## src/verilog/fpp_pkg.sv

```systemverilog
// Shared constants, types and register map of the fuse programming controller
`default_nettype none
package fpp_pkg;
  // Timing, system clock rate and programming pulse figures
  localparam int unsigned CLK_HZ = 25_000_000;
  localparam int unsigned ACTIVE_TIME_US = 40;
  localparam int unsigned LOW_GAP_TIME_US = 40;
  localparam int unsigned BLOW_TIME_US = 40;
  localparam int unsigned POWER_OFF_TIME_US = 1000;
  localparam int unsigned POWER_UP_TIME_US = 1000;
  localparam int unsigned ACTIVE_CYC = (ACTIVE_TIME_US * CLK_HZ + 999_999) / 1_000_000;
  localparam int unsigned LOW_GAP_CYC = (LOW_GAP_TIME_US * CLK_HZ + 999_999) / 1_000_000;
  localparam int unsigned BLOW_CYC = (BLOW_TIME_US * CLK_HZ + 999_999) / 1_000_000;
  localparam int unsigned POWER_OFF_CYC = (POWER_OFF_TIME_US * CLK_HZ + 999_999) / 1_000_000;
  localparam int unsigned POWER_UP_CYC = (POWER_UP_TIME_US * CLK_HZ + 999_999) / 1_000_000;

  // Pulse sequence figures
  localparam logic [8:0] ZONE1_ENTRY_HIGHS = 9'h001;
  localparam logic [8:0] ZONE2_ENTRY_HIGHS = 9'h003;
  localparam logic [8:0] SELECT_HIGHS = 9'h001;
  localparam logic [8:0] ZONE1_BLOW_HIGHS = 9'h002;
  localparam logic [8:0] ZONE2_BLOW_HIGHS = 9'h001;
  localparam logic [8:0] LOCK_TAIL_HIGHS = 9'h002;
  localparam logic [1:0] KEY_SENS = 2'h1;
  localparam logic [1:0] KEY_FINE = 2'h1;
  localparam logic [1:0] KEY_COARSE = 2'h2;
  localparam logic [7:0] COARSE_UNI_CODE = 8'h01;
  localparam logic [7:0] LOCK_CODE = 8'h04;

  // Register byte offsets
  localparam logic [3:0] CMD_OFFSET = 4'h0;
  localparam logic [3:0] ARG_OFFSET = 4'h4;
  localparam logic [3:0] STATUS_OFFSET = 4'h8;
  // Command register fields
  localparam int CMD_MODE_LSB = 0;
  localparam int CMD_ZONE_BIT = 4;
  localparam int CMD_UNI_BIT = 5;
  localparam int CMD_CONFIRM_BIT = 6;
  localparam logic [31:0] CMD_RESET = 32'h0000_0000;
  localparam logic [31:0] ARG_RESET = 32'h0000_0000;
  // Status register fields
  localparam int ST_BUSY_BIT = 0;
  localparam int ST_SUPPLY_BIT = 1;
  localparam int ST_ERR_BIT = 2;
  localparam int ST_TRIED_BIT = 3;
  localparam int ST_UNI_BIT = 4;
  localparam int ST_LOCK_BIT = 5;
  localparam int ST_PULSES_LSB = 16;

  typedef enum logic [1:0] {
    FPP_LVL_LOW = 2'h0,
    FPP_LVL_MID = 2'h1,
    FPP_LVL_HIGH = 2'h2
  } fpp_level_t;

  typedef enum logic [2:0] {
    FPP_MODE_TRY = 3'h0,
    FPP_MODE_BLOW = 3'h1,
    FPP_MODE_HOLD = 3'h2,
    FPP_MODE_LOCK = 3'h3,
    FPP_MODE_CYCLE = 3'h4,
    FPP_MODE_OFF = 3'h5
  } fpp_mode_t;

  typedef struct packed {
    logic [7:0] code_b;
    logic [5:0] pad_b;
    logic [1:0] key_b;
    logic [7:0] code_a;
    logic [5:0] pad_a;
    logic [1:0] key_a;
  } fpp_args_t;

  typedef struct packed {
    fpp_level_t level;
    logic blow;
    logic [8:0] count;
  } fpp_seg_t;
endpackage : fpp_pkg
`default_nettype wire

```

## src/verilog/fpp_ctrl.sv

```systemverilog
// Fuse programming controller: AXI4-Lite registers and pulse sequencer
// Operation
// - Hold tests two parameters, different zones
// - Zone 2 blow: key, bit, one high
// - Zone 1 blow ends with closing high pulses
// - One bit per blow, then cycle power
// - Lock train: 3H 2M 1H 4M 2H
// - Order coarse, sens, fine; lock last (blow order is not checked; only blows and a second lock after a lock are refused)
// - Unidirectional bit blown before hold testing (checked only for holds with the uni command bit set)
// - Try a code before blowing it
// - Hold low gap before removing power
// - Each pulse lasts the minimum active time
//
// Implementation choices: the register offsets and the AXI4-Lite slave port.
`default_nettype none
module fpp_ctrl
  import fpp_pkg::*;
#(
  parameter int unsigned POWER_OFF_CYCLES = POWER_OFF_CYC,
  parameter int unsigned POWER_UP_CYCLES = POWER_UP_CYC
) (
  input wire logic sys_clk,
  input wire logic srst,
  input wire logic [3:0] s_axi_awaddr,
  input wire logic s_axi_awvalid,
  output logic s_axi_awready,
  input wire logic [31:0] s_axi_wdata,
  input wire logic [3:0] s_axi_wstrb,
  input wire logic s_axi_wvalid,
  output logic s_axi_wready,
  output logic [1:0] s_axi_bresp,
  output logic s_axi_bvalid,
  input wire logic s_axi_bready,
  input wire logic [3:0] s_axi_araddr,
  input wire logic s_axi_arvalid,
  output logic s_axi_arready,
  output logic [31:0] s_axi_rdata,
  output logic [1:0] s_axi_rresp,
  output logic s_axi_rvalid,
  input wire logic s_axi_rready,
  output fpp_level_t prog_level,
  output logic supply_en
);
  typedef enum logic [2:0] {
    ST_IDLE = 3'h0,
    ST_OFF = 3'h1,
    ST_UP = 3'h2,
    ST_NEXT = 3'h3,
    ST_PULSE = 3'h4,
    ST_WAIT = 3'h5
  } fpp_state_t;

  localparam logic [1:0] RESP_OKAY = 2'h0;
  localparam logic [1:0] RESP_SLVERR = 2'h2;
  localparam logic [15:0] OFF_LAST = 16'(POWER_OFF_CYCLES - 1);
  localparam logic [15:0] UP_LAST = 16'(POWER_UP_CYCLES - 1);

  // Write channel capture: address and data may arrive in either order
  logic aw_got_r, w_got_r, bvalid_r, rvalid_r;
  logic [3:0] awaddr_r, wstrb_r;
  logic [31:0] wdata_r, rdata_r;
  logic [1:0] bresp_r, rresp_r;
  logic [31:0] cmd_r, arg_r;
  logic err_r, supply_r, tried_r, uni_blown_r, lock_sent_r;
  logic [15:0] pulses_r, timer_r;
  fpp_state_t state_r;
  fpp_mode_t mode_r;
  logic zone_r;
  fpp_args_t run_r;
  logic [2:0] idx_r;
  logic [8:0] left_r;
  logic [17:0] tried_key_r;

  wire aw_hs = s_axi_awvalid && s_axi_awready;
  wire w_hs = s_axi_wvalid && s_axi_wready;
  wire aw_have = aw_got_r || aw_hs;
  wire w_have = w_got_r || w_hs;
  wire wr_fire = aw_have && w_have && !bvalid_r;
  wire [3:0] wr_addr = aw_got_r ? awaddr_r : s_axi_awaddr;
  wire [31:0] wr_data = w_got_r ? wdata_r : s_axi_wdata;
  wire [3:0] wr_strb = w_got_r ? wstrb_r : s_axi_wstrb;
  wire [1:0] wr_word = wr_addr[3:2];
  wire wr_cmd = wr_fire && (wr_word == CMD_OFFSET[3:2]);
  wire wr_arg = wr_fire && (wr_word == ARG_OFFSET[3:2]);
  wire wr_stat = wr_fire && (wr_word == STATUS_OFFSET[3:2]);
  wire wr_bad = wr_fire && !(wr_cmd || wr_arg || wr_stat);
  wire [1:0] rd_word = s_axi_araddr[3:2];
  wire rd_fire = s_axi_arvalid && s_axi_arready;
  wire rd_bad = (rd_word == 2'h3);

  assign s_axi_awready = !aw_got_r && !bvalid_r;
  assign s_axi_wready = !w_got_r && !bvalid_r;
  assign s_axi_arready = !rvalid_r;
  assign s_axi_bvalid = bvalid_r;
  assign s_axi_bresp = bresp_r;
  assign s_axi_rvalid = rvalid_r;
  assign s_axi_rresp = rresp_r;
  assign s_axi_rdata = rdata_r;

  // Command decode and the host-side checks made before any pulse goes out
  wire start_req = wr_cmd && wr_strb[0];
  wire fpp_mode_t req_mode = fpp_mode_t'(wr_data[CMD_MODE_LSB +: 3]);
  wire req_zone = wr_data[CMD_ZONE_BIT];
  wire req_uni = wr_data[CMD_UNI_BIT];
  wire req_confirm = wr_data[CMD_CONFIRM_BIT];
  wire fpp_args_t req_args = fpp_args_t'(arg_r);
  wire [7:0] code_a = req_args.code_a;
  wire key_is_coarse = req_zone && (req_args.key_a == KEY_COARSE);
  wire key_ok = req_zone ? (req_args.key_a == KEY_FINE || key_is_coarse)
                         : (req_args.key_a == KEY_SENS);
  wire coarse_ok = !key_is_coarse || (code_a == COARSE_UNI_CODE);
  wire single_bit = (code_a != 8'h00) && ((code_a & (code_a - 8'h01)) == 8'h00);
  wire [17:0] req_key = {7'h00, req_zone, req_args.key_a, code_a};
  wire was_tried = tried_r && (tried_key_r == req_key);
  wire busy = (state_r != ST_IDLE);
  logic req_ok;
  always_comb begin
    case (req_mode)
      FPP_MODE_TRY: req_ok = key_ok && coarse_ok;
      FPP_MODE_BLOW: req_ok = key_ok && coarse_ok && single_bit && was_tried && !lock_sent_r;
      FPP_MODE_HOLD: req_ok = !req_uni || uni_blown_r;
      FPP_MODE_LOCK: req_ok = req_confirm && !lock_sent_r;
      FPP_MODE_CYCLE: req_ok = 1'b1;
      FPP_MODE_OFF: req_ok = 1'b1;
      default: req_ok = 1'b0;
    endcase
  end
  wire start_ok = start_req && !busy && req_ok;
  wire start_refused = start_req && !(!busy && req_ok);

  // Segment table: each entry is a run of equal pulses, empty runs skipped
  function automatic fpp_seg_t seg_at(input fpp_mode_t m, input logic z,
                                      input fpp_args_t a, input logic [2:0] i);
    fpp_seg_t s;
    logic [8:0] entry;
    logic is_lock;
    logic is_blow;
    is_lock = (m == FPP_MODE_LOCK);
    is_blow = (m == FPP_MODE_BLOW);
    entry = (z || is_lock) ? ZONE2_ENTRY_HIGHS : ZONE1_ENTRY_HIGHS;
    s = '{level: FPP_LVL_LOW, blow: 1'b0, count: 9'h000};
    if (m == FPP_MODE_HOLD) begin
      case (i)
        3'h0: s = '{level: FPP_LVL_HIGH, blow: 1'b0, count: ZONE1_ENTRY_HIGHS};
        3'h1: s = '{level: FPP_LVL_MID, blow: 1'b0, count: {7'h00, KEY_SENS}};
        3'h2: s = '{level: FPP_LVL_HIGH, blow: 1'b0, count: SELECT_HIGHS};
        3'h3: s = '{level: FPP_LVL_MID, blow: 1'b0, count: {1'b0, a.code_a}};
        3'h4: s = '{level: FPP_LVL_HIGH, blow: 1'b0, count: SELECT_HIGHS};
        3'h5: s = '{level: FPP_LVL_MID, blow: 1'b0, count: {7'h00, KEY_FINE}};
        3'h6: s = '{level: FPP_LVL_HIGH, blow: 1'b0, count: SELECT_HIGHS};
        default: s = '{level: FPP_LVL_MID, blow: 1'b0, count: {1'b0, a.code_b}};
      endcase
    end else begin
      case (i)
        3'h0: s = '{level: FPP_LVL_HIGH, blow: 1'b0, count: entry};
        3'h1: s = '{level: FPP_LVL_MID, blow: 1'b0,
                    count: is_lock ? {7'h00, KEY_COARSE} : {7'h00, a.key_a}};
        3'h2: s = '{level: FPP_LVL_HIGH, blow: 1'b0, count: SELECT_HIGHS};
        3'h3: s = '{level: FPP_LVL_MID, blow: 1'b0,
                    count: is_lock ? {1'b0, LOCK_CODE} : {1'b0, a.code_a}};
        3'h4: begin
          if (is_lock) begin
            s = '{level: FPP_LVL_HIGH, blow: 1'b1, count: LOCK_TAIL_HIGHS};
          end else if (is_blow) begin
            s = '{level: FPP_LVL_HIGH, blow: 1'b1,
                  count: z ? ZONE2_BLOW_HIGHS : ZONE1_BLOW_HIGHS};
          end
        end
        default: s = '{level: FPP_LVL_LOW, blow: 1'b0, count: 9'h000};
      endcase
    end
    return s;
  endfunction : seg_at

  wire fpp_seg_t cur_seg = seg_at(mode_r, zone_r, run_r, idx_r);
  wire pg_start = (state_r == ST_PULSE) && !pg_busy;
  wire pg_done;
  wire pg_busy;
  wire timer_zero = (timer_r == 16'h0000);
  wire seq_last = (idx_r == 3'h7);
  wire pulse_last = (state_r == ST_WAIT) && pg_done && (left_r == 9'h001);
  wire seq_end = seq_last && (((state_r == ST_NEXT) && (cur_seg.count == 9'h000)) ||
                              pulse_last);
  wire burns = (mode_r == FPP_MODE_BLOW) || (mode_r == FPP_MODE_LOCK);

  fpp_pulse_gen u_pulse (
    .sys_clk(sys_clk),
    .srst(srst),
    .start(pg_start),
    .level(cur_seg.level),
    .blow(cur_seg.blow),
    .pin_level(prog_level),
    .done(pg_done),
    .busy(pg_busy)
  );

  // Sequencer
  fpp_state_t state_nxt;
  logic [2:0] idx_nxt;
  logic [8:0] left_nxt;
  logic [15:0] timer_nxt;
  logic supply_nxt;
  always_comb begin
    state_nxt = state_r;
    idx_nxt = idx_r;
    left_nxt = left_r;
    timer_nxt = timer_zero ? timer_r : timer_r - 16'h0001;
    supply_nxt = supply_r;
    case (state_r)
      ST_IDLE: begin
        if (start_ok) begin
          // Every mode but off starts from a fresh power-up so the device sits in its initial state
          supply_nxt = 1'b0;
          if (req_mode != FPP_MODE_OFF) begin
            state_nxt = ST_OFF;
            timer_nxt = OFF_LAST;
          end
        end
      end
      ST_OFF: begin
        if (timer_zero) begin
          state_nxt = ST_UP;
          supply_nxt = 1'b1;
          timer_nxt = UP_LAST;
        end
      end
      ST_UP: begin
        if (timer_zero) begin
          state_nxt = (mode_r == FPP_MODE_CYCLE) ? ST_IDLE : ST_NEXT;
          idx_nxt = 3'h0;
        end
      end
      ST_NEXT: begin
        if (cur_seg.count == 9'h000) begin
          idx_nxt = idx_r + 3'h1;
          state_nxt = seq_last ? ST_IDLE : ST_NEXT;
        end else begin
          left_nxt = cur_seg.count;
          state_nxt = ST_PULSE;
        end
      end
      ST_PULSE: begin
        state_nxt = ST_WAIT;
      end
      ST_WAIT: begin
        if (pg_done) begin
          left_nxt = left_r - 9'h001;
          if (left_r == 9'h001) begin
            idx_nxt = idx_r + 3'h1;
            state_nxt = seq_last ? ST_IDLE : ST_NEXT;
          end else begin
            state_nxt = ST_PULSE;
          end
        end
      end
      default: begin
        state_nxt = ST_IDLE;
      end
    endcase
    // Try and hold leave the supply on so the held value can be measured
    if (seq_end && burns) begin
      supply_nxt = 1'b0;
    end
  end

  always_ff @(posedge sys_clk) begin
    if (srst) begin
      state_r <= ST_IDLE;
      idx_r <= 3'h0;
      left_r <= 9'h000;
      timer_r <= 16'h0000;
      supply_r <= 1'b0;
    end else begin
      state_r <= state_nxt;
      idx_r <= idx_nxt;
      left_r <= left_nxt;
      timer_r <= timer_nxt;
      supply_r <= supply_nxt;
    end
  end

  // Command snapshot and session bookkeeping
  always_ff @(posedge sys_clk) begin
    if (srst) begin
      mode_r <= FPP_MODE_TRY;
      zone_r <= 1'b0;
      run_r <= fpp_args_t'(ARG_RESET);
      tried_r <= 1'b0;
      tried_key_r <= 18'h00000;
      uni_blown_r <= 1'b0;
      lock_sent_r <= 1'b0;
      pulses_r <= 16'h0000;
    end else begin
      if (start_ok) begin
        mode_r <= req_mode;
        zone_r <= req_zone;
        run_r <= req_args;
        pulses_r <= 16'h0000;
      end else if (pg_done) begin
        pulses_r <= pulses_r + 16'h0001;
      end
      if (start_ok && req_mode == FPP_MODE_TRY) begin
        tried_r <= 1'b1;
        tried_key_r <= req_key;
      end
      if (seq_end && mode_r == FPP_MODE_BLOW && zone_r && run_r.key_a == KEY_COARSE) begin
        uni_blown_r <= 1'b1;
      end
      if (seq_end && mode_r == FPP_MODE_LOCK) begin
        lock_sent_r <= 1'b1;
      end
    end
  end

  // Register file; a fresh refusal wins over a clear in the same cycle
  wire err_clr = wr_stat && wr_strb[0] && wr_data[ST_ERR_BIT];
  always_ff @(posedge sys_clk) begin
    if (srst) begin
      cmd_r <= CMD_RESET;
      err_r <= 1'b0;
    end else begin
      if (start_req) begin
        cmd_r <= {24'h000000, wr_data[7:0]};
      end
      err_r <= start_refused || (err_r && !err_clr);
    end
  end

  genvar b;
  generate
    for (b = 0; b < 4; b++) begin : g_arg_lane
      always_ff @(posedge sys_clk) begin
        if (srst) begin
          arg_r[8*b +: 8] <= ARG_RESET[8*b +: 8];
        end else if (wr_arg && wr_strb[b] && !busy) begin
          arg_r[8*b +: 8] <= wr_data[8*b +: 8];
        end
      end
    end
  endgenerate

  wire [31:0] status_word = {pulses_r, 10'h000, lock_sent_r, uni_blown_r, tried_r, err_r,
                             supply_r, busy};
  wire [31:0] rd_mux = (rd_word == CMD_OFFSET[3:2]) ? cmd_r :
                       (rd_word == ARG_OFFSET[3:2]) ? arg_r :
                       (rd_word == STATUS_OFFSET[3:2]) ? status_word : 32'h0000_0000;

  // Bus handshakes
  always_ff @(posedge sys_clk) begin
    if (srst) begin
      aw_got_r <= 1'b0;
      w_got_r <= 1'b0;
      awaddr_r <= 4'h0;
      wdata_r <= 32'h0000_0000;
      wstrb_r <= 4'h0;
      bvalid_r <= 1'b0;
      bresp_r <= RESP_OKAY;
      rvalid_r <= 1'b0;
      rdata_r <= 32'h0000_0000;
      rresp_r <= RESP_OKAY;
    end else begin
      if (aw_hs) begin
        awaddr_r <= s_axi_awaddr;
      end
      if (w_hs) begin
        wdata_r <= s_axi_wdata;
        wstrb_r <= s_axi_wstrb;
      end
      aw_got_r <= wr_fire ? 1'b0 : aw_have;
      w_got_r <= wr_fire ? 1'b0 : w_have;
      if (wr_fire) begin
        bvalid_r <= 1'b1;
        bresp_r <= wr_bad ? RESP_SLVERR : RESP_OKAY;
      end else if (s_axi_bready) begin
        bvalid_r <= 1'b0;
      end
      if (rd_fire) begin
        rvalid_r <= 1'b1;
        rdata_r <= rd_mux;
        rresp_r <= rd_bad ? RESP_SLVERR : RESP_OKAY;
      end else if (s_axi_rready) begin
        rvalid_r <= 1'b0;
      end
    end
  end

  assign supply_en = supply_r;
endmodule : fpp_ctrl
`default_nettype wire

```

## src/verilog/fpp_pulse_gen.sv

```systemverilog
// One programming pulse on the sense output pin followed by its low gap
`default_nettype none
module fpp_pulse_gen
  import fpp_pkg::*;
(
  input wire logic sys_clk,
  input wire logic srst,
  input wire logic start,
  input wire fpp_level_t level,
  input wire logic blow,
  output fpp_level_t pin_level,
  output logic done,
  output logic busy
);
  typedef enum logic [1:0] {
    PG_IDLE = 2'h0,
    PG_DRIVE = 2'h1,
    PG_GAP = 2'h2
  } fpp_pg_state_t;

  localparam logic [10:0] ACT_LAST = 11'(ACTIVE_CYC - 1);
  localparam logic [10:0] BLOW_LAST = 11'(BLOW_CYC - 1);
  localparam logic [10:0] GAP_LAST = 11'(LOW_GAP_CYC - 1);

  fpp_pg_state_t state_r, state_nxt;
  logic [10:0] timer_r, timer_nxt;
  fpp_level_t level_r, level_nxt;
  wire timer_zero = (timer_r == 11'h000);

  always_comb begin
    state_nxt = state_r;
    timer_nxt = timer_r;
    level_nxt = level_r;
    case (state_r)
      PG_IDLE: begin
        if (start) begin
          state_nxt = PG_DRIVE;
          level_nxt = level;
          timer_nxt = blow ? BLOW_LAST : ACT_LAST;
        end
      end
      PG_DRIVE: begin
        if (timer_zero) begin
          state_nxt = PG_GAP;
          level_nxt = FPP_LVL_LOW;
          timer_nxt = GAP_LAST;
        end else begin
          timer_nxt = timer_r - 11'h001;
        end
      end
      PG_GAP: begin
        if (timer_zero) begin
          state_nxt = PG_IDLE;
        end else begin
          timer_nxt = timer_r - 11'h001;
        end
      end
      default: begin
        state_nxt = PG_IDLE;
        level_nxt = FPP_LVL_LOW;
      end
    endcase
  end

  always_ff @(posedge sys_clk) begin
    if (srst) begin
      state_r <= PG_IDLE;
      timer_r <= 11'h000;
      level_r <= FPP_LVL_LOW;
    end else begin
      state_r <= state_nxt;
      timer_r <= timer_nxt;
      level_r <= level_nxt;
    end
  end

  assign pin_level = level_r;
  assign done = (state_r == PG_GAP) && timer_zero;
  assign busy = (state_r != PG_IDLE);
endmodule : fpp_pulse_gen
`default_nettype wire

```

## config.mk

```make
export PLATFORM = sky130hd
export DESIGN_NAME = fpp_ctrl
export DESIGN_NICKNAME = d
export VERILOG_FILES = /design/src/verilog/fpp_pkg.sv /design/src/verilog/fpp_ctrl.sv /design/src/verilog/fpp_pulse_gen.sv
export SDC_FILE = /design/constraint.sdc
export NUM_CORES = 1
export LEC_CHECK = 0
export BUFFER_PORTS_ARGS = -buffer_cell sky130_fd_sc_hd__buf_4
export CAP_MARGIN = 20
export CORE_ASPECT_RATIO = 0.8
export CORE_MARGIN = 2
export CORE_UTILIZATION = 50
export DETAILED_ROUTE_END_ITERATION = 12
export PLACE_DENSITY = 0.73
export SETUP_SLACK_MARGIN = 0.15
export SLEW_MARGIN = 40
export SYNTH_ARGS = -nofsm -noshare
export SYNTH_HDL_FRONTEND = slang
export SYNTH_SLANG_ARGS = --single-unit
```

## constraint.sdc

```tcl
create_clock -name sys_clk -period 2.69 [get_ports sys_clk]
set_input_delay 0.538 -clock sys_clk [delete_from_list [all_inputs] [get_ports sys_clk]]
set_output_delay 0.538 -clock sys_clk [all_outputs]
set_load 0.005 [all_outputs]
```

==> impl_results.md <==
- Via count: 9105
- Post-synthesis cell type count: 77
- Antenna diodes: 0
- Clk sinks: 216
- Setup TNS: 0 ns
- CP bufs+invs: 0
- Detailed Route WL: 25.9 mm
- EDFF count, synth: 0
- Synth Area in Compound Gates: 0.158
- Clock tree root driver cell: clkbuf_16
- Synth Area in Simple Gates: 0.232
- # port buffers: 88
- Synth area leaders: dfxtp_1 42%, mux2i_1 7.9%, nor2_1 7.2%
- Hold Violations, Final: 0
- Most common cell in the netlist: dfxtp_1
- Least-Margin Pin Slew: 0.720 ns
- DRC: 0
- Total CTS buffers: 23
- Mapped cell area: 0.0103 mm²
- Placer congestion estimate: 0.879
- Layout cells sized above 1: 0.209
- Initial Utilization: 0.514
- Tot GR Track Use: 0.234
- Pleak: 5.02 nW
- # IOs: 95
- # setup viols final: 0
- Register bit total from synthesis: 216
- Max incr delay on CP: 0.49 ns
- DR WL/cell: 16.2 µm
- PwrDens: 779 mW/mm²
- Synth Area in XOR/XNOR: 0.0358
- Tcrit/Tclk final: 0.956
- Final min period: 2.57 ns
- Avg Cell Area, Syn: 8.44 µm²
- Layout area overhead: 23.3%
- CP Data Arrival Time: 3.03 ns
- YS warnings: 0
- Total gr overflow: 0
- Critical path's top delay family: compound AO/OA/AOI/OAI gates
- VDD IR max: 0.000491 V
- Clk_lat worst skew: 0.52 ns
- Post-DP HPWL: 17.7 mm
- Detail Route Antenna Nets: 0
- Critical Path Start Type: flip-flop
- Largest net degree at the start of global routing: 68
- First-pass GRT wire length: 42.4 mm
- Row count: 46
- Required @ worst endpoint: 3.15 ns
- Initial antenna violation count: 0
- Yosys top cell area share: 0.421
- Post-synthesis mux area share: 0.0845
- CTS H-Tree Depth: 1
- Pre-CTS setup slack: 0.0148 ns
- Crit-path cells: ha_4, ha_4, a211o_1, or4_1, o211a_1, nand2b_4, o21a_1, a211o_1, a21oi_2
- Worst Setup End Kind: flip-flop
- Critical path's slowest cell: or4_1
- Fin Clk Skew: 0.0230 ns
- Ys flop type: dfxtp_1
- Die height: 132 µm
- RSZ-0062 raised after global routing: true
- CTS tree: built
- Max-cap violations: 0
- Adder-Cell Fraction of Synth Area: 0.0215
- Vias in the first global route: 8444
- Final Net Count: 1391
- Largest family of logic cells by synthesized area: simple AND/OR/NAND/NOR gates
- HP Class: in -> reg
- Area of the core: 0.0200 mm²
- Pins Over Slew Limit: 0
- Max-slew headroom: 0.518
- Peak Freq: 0.389 GHz
- Die area: 0.0217 mm²
- Worst-path clk slew: 0.07 ns
- Syn Inst Count: 1216
- Yosys top cell by area: dfxtp_1
- Setup Crit Path Kind: reg -> reg
- DR iter-0 viols: 727
- Reg2reg setup slack: 0.12 ns
- Status: finished clean
- Final WS setup: 0.119 ns
- Worst-path fanout max: 5
- Async SR Flop Fraction: 0
- Drt pass-1 iters: 5
- Sequential share of the synthesized area: 0.421
- Die width: 164 µm
- Via/cell ratio: 5.68
- CTS max path bufs: 3
- Most frequent cells after synthesis: 216 x dfxtp_1, 198 x nor2_1, 111 x nand2_1
[layout by cell type, fill, tap and decap left out, types with 6 or more instances in the layout]
| cell | Yosys | layout |
|---|---|---|
| o32ai_1 | 6 | 6 |
| nand3_1 | 24 | 24 |
| nor2_1 | 198 | 192 |
| nand2_1 | 111 | 109 |
| xor2_1 | 15 | 15 |
| mux2i_1 | 81 | 80 |
| buf_4 | 2 | 148 |
| nor2b_1 | 9 | 7 |
| a211oi_1 | 43 | 42 |
| and2_1 | 7 | 6 |
| nand4_1 | 7 | 7 |
| nand2b_1 | 22 | 21 |
| nor2_4 | 10 | 15 |
| nand3b_1 | 7 | 7 |
| ha_4 | 0 | 6 |
| a221oi_1 | 18 | 18 |
| nor3_1 | 53 | 51 |
| ha_1 | 16 | 10 |
| a21oi_1 | 93 | 90 |
| nor3b_1 | 6 | 6 |
| a22oi_1 | 15 | 15 |
| inv_1 | 29 | 27 |
| o21ai_0 | 17 | 16 |
| buf_6 | 5 | 10 |
| xnor2_1 | 27 | 27 |
| clkbuf_16 | 0 | 23 |
| nor4_1 | 9 | 7 |
| dfxtp_1 | 216 | 208 |
[where the power goes]
part           switching [W]  leakage (nW)  internal, W  total (W)
clock network        0.00130         0.390      0.00208    0.00338
registers           0.000244          1.76      0.00348    0.00373
logic                0.00155          2.87      0.00121    0.00276
[cell type report]
class	instances	area (µm²)
fillers	1642	7310
inverters	29	111
flip-flops and latches	216	4340
repair buffers	164	1340
clock buffers	28	604
multi-input cells	890	5750
clock inverters	11	188
well taps	264	330
[registers in the layout (all words and copies together), names as in the netlist, 8 cells and up]
register and count:
arg_r 24, cmd_r 8, code_a 8, left_r 9
pulses_r 16, run_r 18, s_axi_rdata 32, timer_r 16
tried_key_r 11, u_pulse.timer_r 11, wdata_r 32
[per-stage QoR]
stage	std cells	total power, W	hold WS (ns)	instance area, µm²	util
global placement	1554	0.00632	0.438	11500	0.574
CTS	1595	0.00982	0.215	12400	0.622
floorplan	1217	0.00554	0.433	10300	-
detailed placement	1554	0.00639	0.446	11500	0.574
finish	1602	0.00986	0.223	12700	0.634
global route	1602	0.0104	0.227	12700	0.634
[cells by family after synthesis]
logic type | Yosys count
compound gates | 244
xor+xnor | 42
fa+ha+maj | 18
buf+inv | 111
flops | 216
mux | 86
other cells | 1
simple gates | 498
[worst paths after layout]
path / endpoint / depth (start not counted) / startpoint
setup reg to reg: idx_r[2] / 9 / idx_r[0]
hold / removal: s_axi_rvalid / 2 / s_axi_rready
setup / recovery: idx_r[2] / 9 / idx_r[0]
hold reg to reg: wdata_r[10] / 2 / wdata_r[10]
[repair_timing]
| action | in CTS | in global routing |
|---|---|---|
| gates cloned | 0 | 0 |
| setup endpoints to repair | 62 | 63 |
| pin swaps | 16 | 14 |
| gates resized for setup | 43 | 39 |
| setup buffers | 2 | 7 |
| hold buffers | 0 | 0 |
[routing by layer]
| layer | wire length (µm) | part of all wire | GRT usage |
|---|---|---|---|
| met1 | 11900 | 0.46 | 0.338 |
| met2 | 12000 | 0.46 | 0.373 |
| met3 | 1560 | 0.060 | 0.0308 |
| met4 | 417 | 0.016 | 0.0478 |
| met5 | 0 | 0 | 0 |
Power figures use the tool's default switching activity.
